## src/verilog/crb_pkg.sv

```systemverilog
// Purpose: shared constants for the core register and branch logic
// Assumes: 14-bit instruction words, 7-bit file addresses, 13-bit program counter
// Notes: special register addresses select hardware state instead of plain file storage
`default_nettype none
package crb_pkg;
    // Special register file addresses
    localparam logic [6:0] ADDR_PC_LOW = 7'h02;
    localparam logic [6:0] ADDR_STATUS = 7'h03;
    localparam logic [6:0] ADDR_PIN_DIR = 7'h06;
    localparam logic [6:0] ADDR_PC_LATCH = 7'h0a;

    // Status bit positions
    localparam int STAT_C = 0;
    localparam int STAT_DIGIT_CARRY = 1;
    localparam int STAT_Z = 2;

    // Reset values
    localparam logic [7:0] STATUS_RST = 8'h18;
    localparam logic [7:0] PIN_DIR_RST = 8'hff;
    localparam logic [12:0] PC_RST = 13'h0000;
    localparam logic [4:0] PC_LATCH_RST = 5'h00;
    localparam logic [7:0] WORK_RST = 8'h00;
    localparam logic [7:0] FILE_RST = 8'h00;

    // Bit of the pin direction register tied high (input-only pin)
    localparam logic [7:0] PIN_DIR_FORCED = 8'h08;

    // Program counter steps
    localparam logic [12:0] PC_STEP = 13'h0001;
    localparam logic [12:0] PC_SKIP_STEP = 13'h0002;

    // Opcode fields
    localparam logic [2:0] OPC_JUMP = 3'h5;
    localparam logic [5:0] OPC_INC_SKIP = 6'h0f;
    localparam logic [5:0] OPC_INCF = 6'h0a;
    localparam logic [5:0] OPC_ADDWF = 6'h07;
    localparam logic [5:0] OPC_MOVF = 6'h08;
    localparam logic [6:0] OPC_CLRF = 7'h03;
    localparam logic [6:0] OPC_MOVWF = 7'h01;
    localparam logic [3:0] OPC_BCF = 4'h4;
    localparam logic [3:0] OPC_BSF = 4'h5;

    typedef enum logic [1:0] {
        ST_EXEC = 2'b01,
        ST_FLUSH = 2'b10
    } crb_state_e;
endpackage
`default_nettype wire

```

## src/verilog/crb_core.sv

```systemverilog
// Purpose: instruction execution for file register access, jump and increment-skip
// Assumes: instr holds the word fetched at address pc, same clock, no synchroniser
// Notes: unlisted opcodes execute as no-operation
`timescale 1ns/1ns
`default_nettype none
module crb_core (
    input wire logic clk,
    input wire logic resetn,
    input wire logic [13:0] instr,
    input wire logic instr_valid,
    output logic [12:0] pc,
    output logic discard,
    output logic [7:0] working_reg,
    output logic [7:0] status_reg,
    output logic [4:0] pc_high_holding_latch,
    output logic [7:0] pin_direction_reg
);
    crb_pkg::crb_state_e state;
    crb_pkg::crb_state_e next_state;
    logic [12:0] next_pc;
    logic [7:0] next_working_reg;
    logic [7:0] next_status_reg;
    logic [4:0] next_pc_high_holding_latch;
    logic [7:0] next_pin_direction_reg;
    logic [7:0] file_mem [128];
    logic next_mem_we;
    logic [6:0] next_mem_addr;
    logic [7:0] next_mem_wdata;

    // Decode scratch
    logic [6:0] faddr;
    logic dest_file;
    logic [7:0] fval;
    logic [7:0] result;
    logic [8:0] sum9;
    logic [4:0] sum5;
    logic do_write;
    logic upd_z;
    logic upd_cdc;
    logic new_c;
    logic new_dc;
    logic skip;

    always_comb begin
        next_state = state;
        next_pc = pc;
        next_working_reg = working_reg;
        next_status_reg = status_reg;
        next_pc_high_holding_latch = pc_high_holding_latch;
        next_pin_direction_reg = pin_direction_reg;
        next_mem_we = 1'b0;
        next_mem_addr = instr[6:0];
        next_mem_wdata = 8'h00;
        faddr = instr[6:0];
        dest_file = instr[7];
        result = 8'h00;
        sum9 = 9'h000;
        sum5 = 5'h00;
        do_write = 1'b0;
        upd_z = 1'b0;
        upd_cdc = 1'b0;
        new_c = 1'b0;
        new_dc = 1'b0;
        skip = 1'b0;
        // Source operand: special addresses map onto live hardware state
        case (faddr)
            // pc low read
            // Pc is the address of the word executing now, not the next fetch,
            // so a computed branch built from this read lands where software expects
            crb_pkg::ADDR_PC_LOW: fval = pc[7:0];
            crb_pkg::ADDR_STATUS: fval = status_reg;
            // Upper latch bits do not exist and read as zero
            crb_pkg::ADDR_PC_LATCH: fval = {3'h0, pc_high_holding_latch};
            crb_pkg::ADDR_PIN_DIR: fval = pin_direction_reg | crb_pkg::PIN_DIR_FORCED;
            default: fval = file_mem[faddr];
        endcase
        if (instr_valid) begin
            if (state == crb_pkg::ST_FLUSH) begin
                // discarded slot as nop
                // Pc already points at the target, so it is held here
                next_state = crb_pkg::ST_EXEC;
            end else begin
                next_pc = pc + crb_pkg::PC_STEP;
                if (instr[13:11] == crb_pkg::OPC_JUMP) begin
                    next_pc = {pc_high_holding_latch[4:3], instr[10:0]};
                    next_state = crb_pkg::ST_FLUSH;
                // Jump is tested first: its 3-bit prefix never overlaps the other opcodes
                end else if (instr[13:8] == crb_pkg::OPC_INC_SKIP) begin
                    result = fval + 8'h01;
                    do_write = 1'b1;
                    if (result == 8'h00) begin
                        skip = 1'b1;
                    end
                end else if (instr[13:8] == crb_pkg::OPC_INCF) begin
                    result = fval + 8'h01;
                    do_write = 1'b1;
                    upd_z = 1'b1;
                end else if (instr[13:8] == crb_pkg::OPC_ADDWF) begin
                    sum9 = {1'b0, fval} + {1'b0, working_reg};
                    sum5 = {1'b0, fval[3:0]} + {1'b0, working_reg[3:0]};
                    result = sum9[7:0];
                    new_c = sum9[8];
                    new_dc = sum5[4];
                    do_write = 1'b1;
                    upd_z = 1'b1;
                    upd_cdc = 1'b1;
                end else if (instr[13:8] == crb_pkg::OPC_MOVF) begin
                    result = fval;
                    do_write = 1'b1;
                    upd_z = 1'b1;
                end else if (instr[13:7] == crb_pkg::OPC_CLRF) begin
                    result = 8'h00;
                    dest_file = 1'b1;
                    do_write = 1'b1;
                    upd_z = 1'b1;
                end else if (instr[13:7] == crb_pkg::OPC_MOVWF) begin
                    result = working_reg;
                    dest_file = 1'b1;
                    do_write = 1'b1;
                end else if (instr[13:10] == crb_pkg::OPC_BCF) begin
                    result = fval & ~(8'h01 << instr[9:7]);
                    dest_file = 1'b1;
                    do_write = 1'b1;
                end else if (instr[13:10] == crb_pkg::OPC_BSF) begin
                    result = fval | (8'h01 << instr[9:7]);
                    dest_file = 1'b1;
                    do_write = 1'b1;
                end
                if (do_write && !dest_file) begin
                    next_working_reg = result;
                end else if (do_write) begin
                    case (faddr)
                        // Reads of pc low above feed the ALU first, so a
                        // read-modify-write of pc low uses the current address
                        crb_pkg::ADDR_PC_LOW: begin
                            // latch into high byte, result into low byte
                            next_pc = {pc_high_holding_latch, result};
                            // Stale prefetch must not run after a computed branch
                            next_state = crb_pkg::ST_FLUSH;
                        end
                        crb_pkg::ADDR_STATUS: next_status_reg = result;
                        // Latch is only five bits wide; the top three are dropped
                        crb_pkg::ADDR_PC_LATCH: next_pc_high_holding_latch = result[4:0];
                        crb_pkg::ADDR_PIN_DIR: begin
                            next_pin_direction_reg = result | crb_pkg::PIN_DIR_FORCED;
                        end
                        default: begin
                            next_mem_we = 1'b1;
                            next_mem_wdata = result;
                        end
                    endcase
                end
                if (skip) begin
                    next_pc = pc + crb_pkg::PC_SKIP_STEP;
                    next_state = crb_pkg::ST_FLUSH;
                end
                // flags override the written status value
                if (upd_z) begin
                    next_status_reg[crb_pkg::STAT_Z] = (result == 8'h00);
                end
                if (upd_cdc) begin
                    next_status_reg[crb_pkg::STAT_C] = new_c;
                    next_status_reg[crb_pkg::STAT_DIGIT_CARRY] = new_dc;
                end
            end
        end
    end

    always_ff @(posedge clk or negedge resetn) begin
        if (!resetn) begin
            state <= crb_pkg::ST_EXEC;
            pc <= crb_pkg::PC_RST;
            working_reg <= crb_pkg::WORK_RST;
            status_reg <= crb_pkg::STATUS_RST;
            pc_high_holding_latch <= crb_pkg::PC_LATCH_RST;
            pin_direction_reg <= crb_pkg::PIN_DIR_RST;
            discard <= 1'b0;
        end else begin
            state <= next_state;
            pc <= next_pc;
            working_reg <= next_working_reg;
            status_reg <= next_status_reg;
            pc_high_holding_latch <= next_pc_high_holding_latch;
            pin_direction_reg <= next_pin_direction_reg;
            // Registered copy of the flush state so the fetcher sees it from a flop
            discard <= (next_state == crb_pkg::ST_FLUSH);
        end
    end

    // General file storage, one flop byte per address
    // Special addresses also get a byte here that is never written; the cost
    // of the unused flops was traded for a uniform generate loop
    for (genvar i = 0; i < 128; i++) begin : g_file
        always_ff @(posedge clk or negedge resetn) begin
            if (!resetn) begin
                file_mem[i] <= crb_pkg::FILE_RST;
            end else if (next_mem_we && (next_mem_addr == 7'(i))) begin
                file_mem[i] <= next_mem_wdata;
            end
        end
    end
endmodule // crb_core
`default_nettype wire

```

## config.mk

```make
export PLATFORM = sky130hd
export DESIGN_NAME = crb_core
export DESIGN_NICKNAME = d
export VERILOG_FILES = /design/src/verilog/crb_pkg.sv /design/src/verilog/crb_core.sv
export SDC_FILE = /design/constraint.sdc
export NUM_CORES = 2
export LEC_CHECK = 0
export ABC_AREA = 1
export ABC_CLOCK_PERIOD_IN_PS = 10600
export BUFFER_PORTS_ARGS = -buffer_cell sky130_fd_sc_hd__buf_2
export CORE_MARGIN = 3
export CORE_UTILIZATION = 30
export CTS_CLUSTER_SIZE = 12
export DETAILED_ROUTE_END_ITERATION = 8
export GPL_TIMING_DRIVEN = 0
export PLACE_DENSITY = 0.48
export SLEW_MARGIN = 20
export SYNTH_ARGS = -nofsm -noshare
export SYNTH_HDL_FRONTEND = slang
export SYNTH_SLANG_ARGS = --single-unit
```

## constraint.sdc

```tcl
create_clock -name clk -period 10.6 [get_ports clk]
set_clock_uncertainty 0.2 [all_clocks]
set_input_delay 2.12 -clock clk [delete_from_list [all_inputs] [get_ports clk]]
set_output_delay 2.12 -clock clk [all_outputs]
set_load 0.05 [all_outputs]
```

# Yosys cells after proc, flatten, opt, wreduce, memory -nomap -nowiden
# Cells that the tools add are included.
# totals
regBits	1068
latchBits	0
ramBits	0
rom_bits	0
inputBits	17
output_inout_bits	43
word_cells	526
memories	0
# classes
n_addsub	5
n_mul	0
div	0
order_cmp	1
eq_ne	140
shift	1
muxes	91
bitwise_logic	6
reduce_logical	145
# op_table
cell	n
7-bit equality test (second input constant)	64
7-bit by 6-bit equality test with 1-bit output (second input constant)	32
8-bit 2-to-1 mux	18
1-bit logical AND	129
7-bit by 5-bit equality test with 1-bit output (second input constant)	16
13-bit 2-to-1 mux	5
8-bit binary-select mux with 7-bit select	1
7-bit by 4-bit equality test with 1-bit output (second input constant)	8
1-bit 2-to-1 mux	55
8-bit one-hot mux with 4 select lines	1
7-bit by 3-bit equality test with 1-bit output (second input constant)	4
5-bit AND reduction	5
7-bit by 2-bit equality test with 1-bit output (second input constant)	3
6-bit by 4-bit equality test with 1-bit output (second input constant)	3
8-bit logical NOT	2
2-bit 2-to-1 mux	8
7-bit by 1-bit equality test with 1-bit output (second input constant)	2
13-bit by 1-bit adder with 13-bit output (second input constant)	1
13-bit by 2-bit adder with 13-bit output (second input constant)	1
8-bit by 8-bit adder with 9-bit output	1
3-bit 2-to-1 mux	3
8-bit by 1-bit adder with 8-bit output (second input constant)	1
8-bit AND	1
4-bit by 3-bit equality test with 1-bit output (second input constant)	2
other kinds (17)	23

# Depth between registers and ports, before layout
# depth
ltp_word	22
depth_mapped	36
depth_no_buf	31

# Least setup slack after synthesis
# Ideal clock, no wire load.
# synth_path
path_kind	input-to-reg
startpoint	in instr[1]
endpoint	reg file_mem[902] in the netlist's numbering
setup_ns	0.117
arrival_ns	5.529
t_required_ns	10.283
slack_ns	4.754
path_stages	31
n_path_buf	5
path_cell_list	buf_4 > inv_4 > buf_2 > buf_2 > nand2_1 > nand2_1 > nand2_1 > nand2_1 > nor2_1 > nor2_1 > nor2_1 > nand3_1 > nand3_1 > nand2_1 > ha_1 > inv_1 > fa_1 > o31ai_1 > nand2_1 > nand2_1 > a21oi_1 > nor2_1 > o21ai_0 > nand2_1 > nand2_2 > inv_2 > buf_4 > buf_6 > nand2_1 > o21ai_1 > inv_2
# synth_via
elab_chain_cells	22
elab_cells_between_ends	37
classes_between	add/sub (2); eq/ne (5); mux (25); bitwise (3); reduce/logical (2)
# synth_lines
item	line_no	text
from (decl)	crb_core.sv:9	input wire logic [13:0] instr,
7-bit NOT with 8-bit output (implied by the code)	crb_core.sv:75	default: fval = file_mem[faddr];
8-bit binary-select mux with 7-bit select	crb_core.sv:75	
8-bit 2-to-1 mux (implied by the code) (2 in a row)	crb_core.sv:75	
8-bit one-hot mux with 4 select lines	crb_core.sv:66	case (faddr)
8-bit bitwise OR	crb_core.sv:125	result = fval | (8'h01 << instr[9:7]);
8-bit 2-to-1 mux	crb_core.sv:124	end else if (instr[13:10] == crb_pkg::OPC_BSF) begin
8-bit 2-to-1 mux	crb_core.sv:120	end else if (instr[13:10] == crb_pkg::OPC_BCF) begin
8-bit 2-to-1 mux	crb_core.sv:116	end else if (instr[13:7] == crb_pkg::OPC_MOVWF) begin
[... 5 more ...]	-	
8-bit 2-to-1 mux	crb_core.sv:84	if (instr[13:11] == crb_pkg::OPC_JUMP) begin
8-bit 2-to-1 mux	crb_core.sv:78	if (state == crb_pkg::ST_FLUSH) begin
8-bit 2-to-1 mux	crb_core.sv:77	if (instr_valid) begin
8-bit 2-to-1 mux	crb_core.sv:132	case (faddr)
8-bit 2-to-1 mux	crb_core.sv:131	end else if (do_write) begin
8-bit 2-to-1 mux	crb_core.sv:129	if (do_write && !dest_file) begin
8-bit 2-to-1 mux	crb_core.sv:78	
8-bit 2-to-1 mux	crb_core.sv:77	
to (signal, indexed assignment)	crb_core.sv:196	file_mem[i] <= crb_pkg::FILE_RST;
to (signal, indexed assignment)	crb_core.sv:198	file_mem[i] <= next_mem_wdata;
to (decl)	crb_core.sv:25	logic [7:0] file_mem [128];
# Parallel ways exist; a longest one is shown, timed or not. The select of a mux whose other input is x is not followed.
# A chain may end at the register's enable or synchronous reset.

# Final worst setup path
# layout_path
startpoint	in instr[3]
endpoint	reg file_mem[718] in the netlist's numbering
# Same word-level chain as after synthesis.

==> impl_metrics.toml <==
[synthesis]
ys_seq_elements = 1068
synth.largest_area_cell = "dfrtp_1"
syn_nets = 6700
synthCells = 6670
post_synth_num_cell_types = 48
netlist_area_um2 = 50900
netlist_top_cells_area = "dfrtp_1 (52%), nand2_1 (21%), o21ai_0 (8.9%), nor2_1 (2.6%), inv_1 (2.6%)"
synth_top_area_share_pct = 52.1
ys.flop_type = "dfrtp_1"
seq_area_frac_synth_pct = 52.6
synth-edff-count = 0
postSynth.asyncResetShare_pct = 100
yosysWarningCount = 0
avgSynthCellArea_um2 = 7.62

[drt]
routed_wirelength_um = 294000
drt-wirelength-per-cell_um = 31.9
drc = 0
first_iter_violations = 7961
dr.pass1.iters = 6
num_vias = 51100
via_per_inst = 5.54
antenna_left = 0

[clocking]
cts.clk_slew.worst_paths_ps = 60
cts_max_path_buffers = 3
clk_latency_ps = 820
post_cts_buffers = 0
cts.sinks = 1068
cts_root_buffer = "clkbuf_16"
ctsResizeCount = 0
holdBufCountCts = 0
htreeDepth = 4
cts-buffers-inserted = 131
cts_tree = "yes"

[worst_setup_path]
path_max_fanout = 11
critPathCaptureType = "flip-flop"
crit_required_ps = 11020
startpoint_type = "primary input"
critPathKind = "primary input to flip-flop"
cp_data_arrival_time_ps = 9790
cp-startpoint = "instr[3]"
rr_startpoint = "file_mem[320]"

[die]
fp.coreArea_um2 = 168000
dieArea_um2 = 175000
die_h_um = 418
rows = 150
start_util_pct = 30.3
dieWidth_um = 418
ios = 60

[placed_design]
hpwl_um = 200000
gp_congestion = 1.01
io_buffers = 55
placed_cell_area_um2 = 54500

[layout]
syn_to_final_growth_pct = 15.8
regArea_um2 = 26700
final_nets = 6910
top_register = "file_mem"
drive_above_1_share_pct = 8.56
final_cell_area_um2 = 58900
multiInputGateArea_um2 = 20600
fillCellCount = 18000
reg.largest.list = "file_mem (1024), pc (13)"
largest_reg_flops = 1024

[power]
switching_share_pct = 30.0
seq_power_share_pct = 42.3
clockPowerShare_pct = 46.5
pwr-share-comb_pct = 11.1
p_int_mw = 6.96
power_density_nw_per_um2 = 169
ir_drop_mv = 0.115
switchingPower_mw = 2.99
p_leak_nw = 28.5

[timing]
min_period_ps = 9370
relSlewSlack_pct = 8.66
min_period_over_period_pct = 88.4
rsz0062_at_grt = "false"
fmax_ghz = 0.107
worst_pin_slew_ps = 1370
maxSlewViolCount = 0
tns_ps = 0
holdWs_ps = 255
hold_violations = 0
setup_viol = 0

[worst_hold_path]
hold_start = "file_mem[998]"
hp-class = "flip-flop to flip-flop"

[global_route]
grt_usage_pct = 33.2
overflow = 0
grt_pass1_vias = 46400
grt_max_degree = 131
antenna_found_initial = 42
grt_first_pass_wirelength_um = 396000

[run_status]
status = "finished, final reports clean"

[run]
cap_violations = 0
[cell families after synthesis]
kind of cell | synth area share, %
buffers and inverters | 7.01
flip-flops | 52.6
other | 0.00737
AND/OR/NAND/NOR | 26.7
adder cells (fa/ha/maj) | 0.335
XOR/XNOR | 0.224
multiplexers | 0.0197
AO/OA/AOI/OAI | 13.1
[routing by layer]
metal / vias to the layer above / part of all wire, % / wire length [um] / track usage [%]
li1: 21700 / - / - / -
met1: 25300 / 41 / 120000 / 44.8
met2: 3346 / 40 / 118000 / 45.7
met3: 789 / 12 / 36100 / 11.2
met4: 22 / 6.7 / 19800 / 19.6
met5: - / 0.055 / 161 / 0
[synthesized netlist by cell type (3+ instances only)]
cell      count
a21oi_1      67
a221oi_1      6
a22oi_1     111
buf_1        62
buf_2       140
buf_4        36
buf_6        13
clkbuf_1    180
clkinv_1      5
dfrtp_1    1058
dfstp_2      10
ha_1         12
inv_1       347
inv_2        51
inv_4         3
nand2_1    2848
nand2_2       9
nand3_1     152
nand3_2       4
nand4_1      72
nor2_1      358
nor2_2        4
nor2_4        4
nor3_1       10
o211ai_1      7
o21ai_0     904
o21ai_1     146
o21bai_1      3
o22ai_1       7
or2_2         6
xnor2_1       3
xor2_1       10
[power groups by stage]
| stage | combinational (mW) | clock (mW) | sequential (mW) |
|---|---|---|---|
| 6_report | 1.11 | 4.63 | 4.21 |
| 5_1_grt | 1.12 | 4.81 | 4.22 |
| 4_1_cts | 1.06 | 4.64 | 4.21 |
| 3_5_place_dp | 1.06 | 0 | 4.28 |
| 3_3_place_gp | 1.03 | 0 | 4.29 |
| 2_1_floorplan | 0.351 | 0 | 4.35 |
[worst paths after layout]
check	endpoint	slack, ps	depth (start not counted)
max in group asynchronous	file_mem[486]	6880	4
min reg2reg	file_mem[998]	250	1
max	file_mem[718]	1230	25
max reg2reg	file_mem[718]	3730	26
min in group asynchronous	discard	1030	1
min	file_mem[998]	250	1
[through the flow]
| stage | cells | utilization [%] | setup slack [ps] | power (mW) |
|---|---|---|---|---|
| 2_1_floorplan | 6670 | - | 4750 | 4.71 |
| 3_3_place_gp | 8929 | 32.1 | -18190 | 5.32 |
| 4_1_cts | 9182 | 35.1 | 1680 | 9.91 |
| 5_1_grt | 9185 | 35.1 | 1270 | 10.1 |
| 6_report | 9216 | 35.1 | 1230 | 9.95 |
| 3_5_place_dp | 8951 | 32.5 | 762 | 5.34 |
[worst max-delay path, stage by stage]
cell and delay (ps):
buf_2 200, nand2_1 310, inv_1 180, buf_2 500, buf_2 680, nand2_1 180, nand2_1 180, o21ai_1 210
nand3_1 240, nand3_1 290, nand2_1 360, ha_1 250, inv_1 60, fa_1 450, o31ai_1 510, nand2_1 140
nand2_1 100, a21oi_1 70, nor2_1 130, o21ai_0 110, nand2_1 100, nand2_2 430, inv_2 680, clkbuf_1 980
o21ai_0 200
[layout make-up]
type                       count  area share [%]
tap                         2204            4.68
sequential                  1068            45.4
buffer                       431            3.50
multi-input combinational   4764            34.9
inverter                     407            2.61
clock buffer                 193            6.47
timing repair buffer          77            1.43
antenna                       34           0.144
clock inverter                38           0.837
[placed cells by master, fill, tap and decap left out, types with 7 or more instances in the layout]
cell type and n:
o22ai_1 7, dfrtp_1 1058, dfstp_2 10, a21oi_1 67, buf_4 36, nand4_1 72
buf_16 16, nand3_1 149, clkinv_2 15, nor2_1 356, inv_1 346, xor2_1 10
clkbuf_16 133, ha_1 12, o21ai_0 904, nand3_2 7, a22oi_1 111, buf_6 13
clkbuf_1 196, nand2_2 9, inv_2 52, nor3_1 10, clkbuf_8 26, o21ai_1 146
clkbuf_2 18, buf_2 207, nand2_1 2848, buf_1 49, diode_2 34, o211ai_1 7
Power figures use the tool's default switching activity.
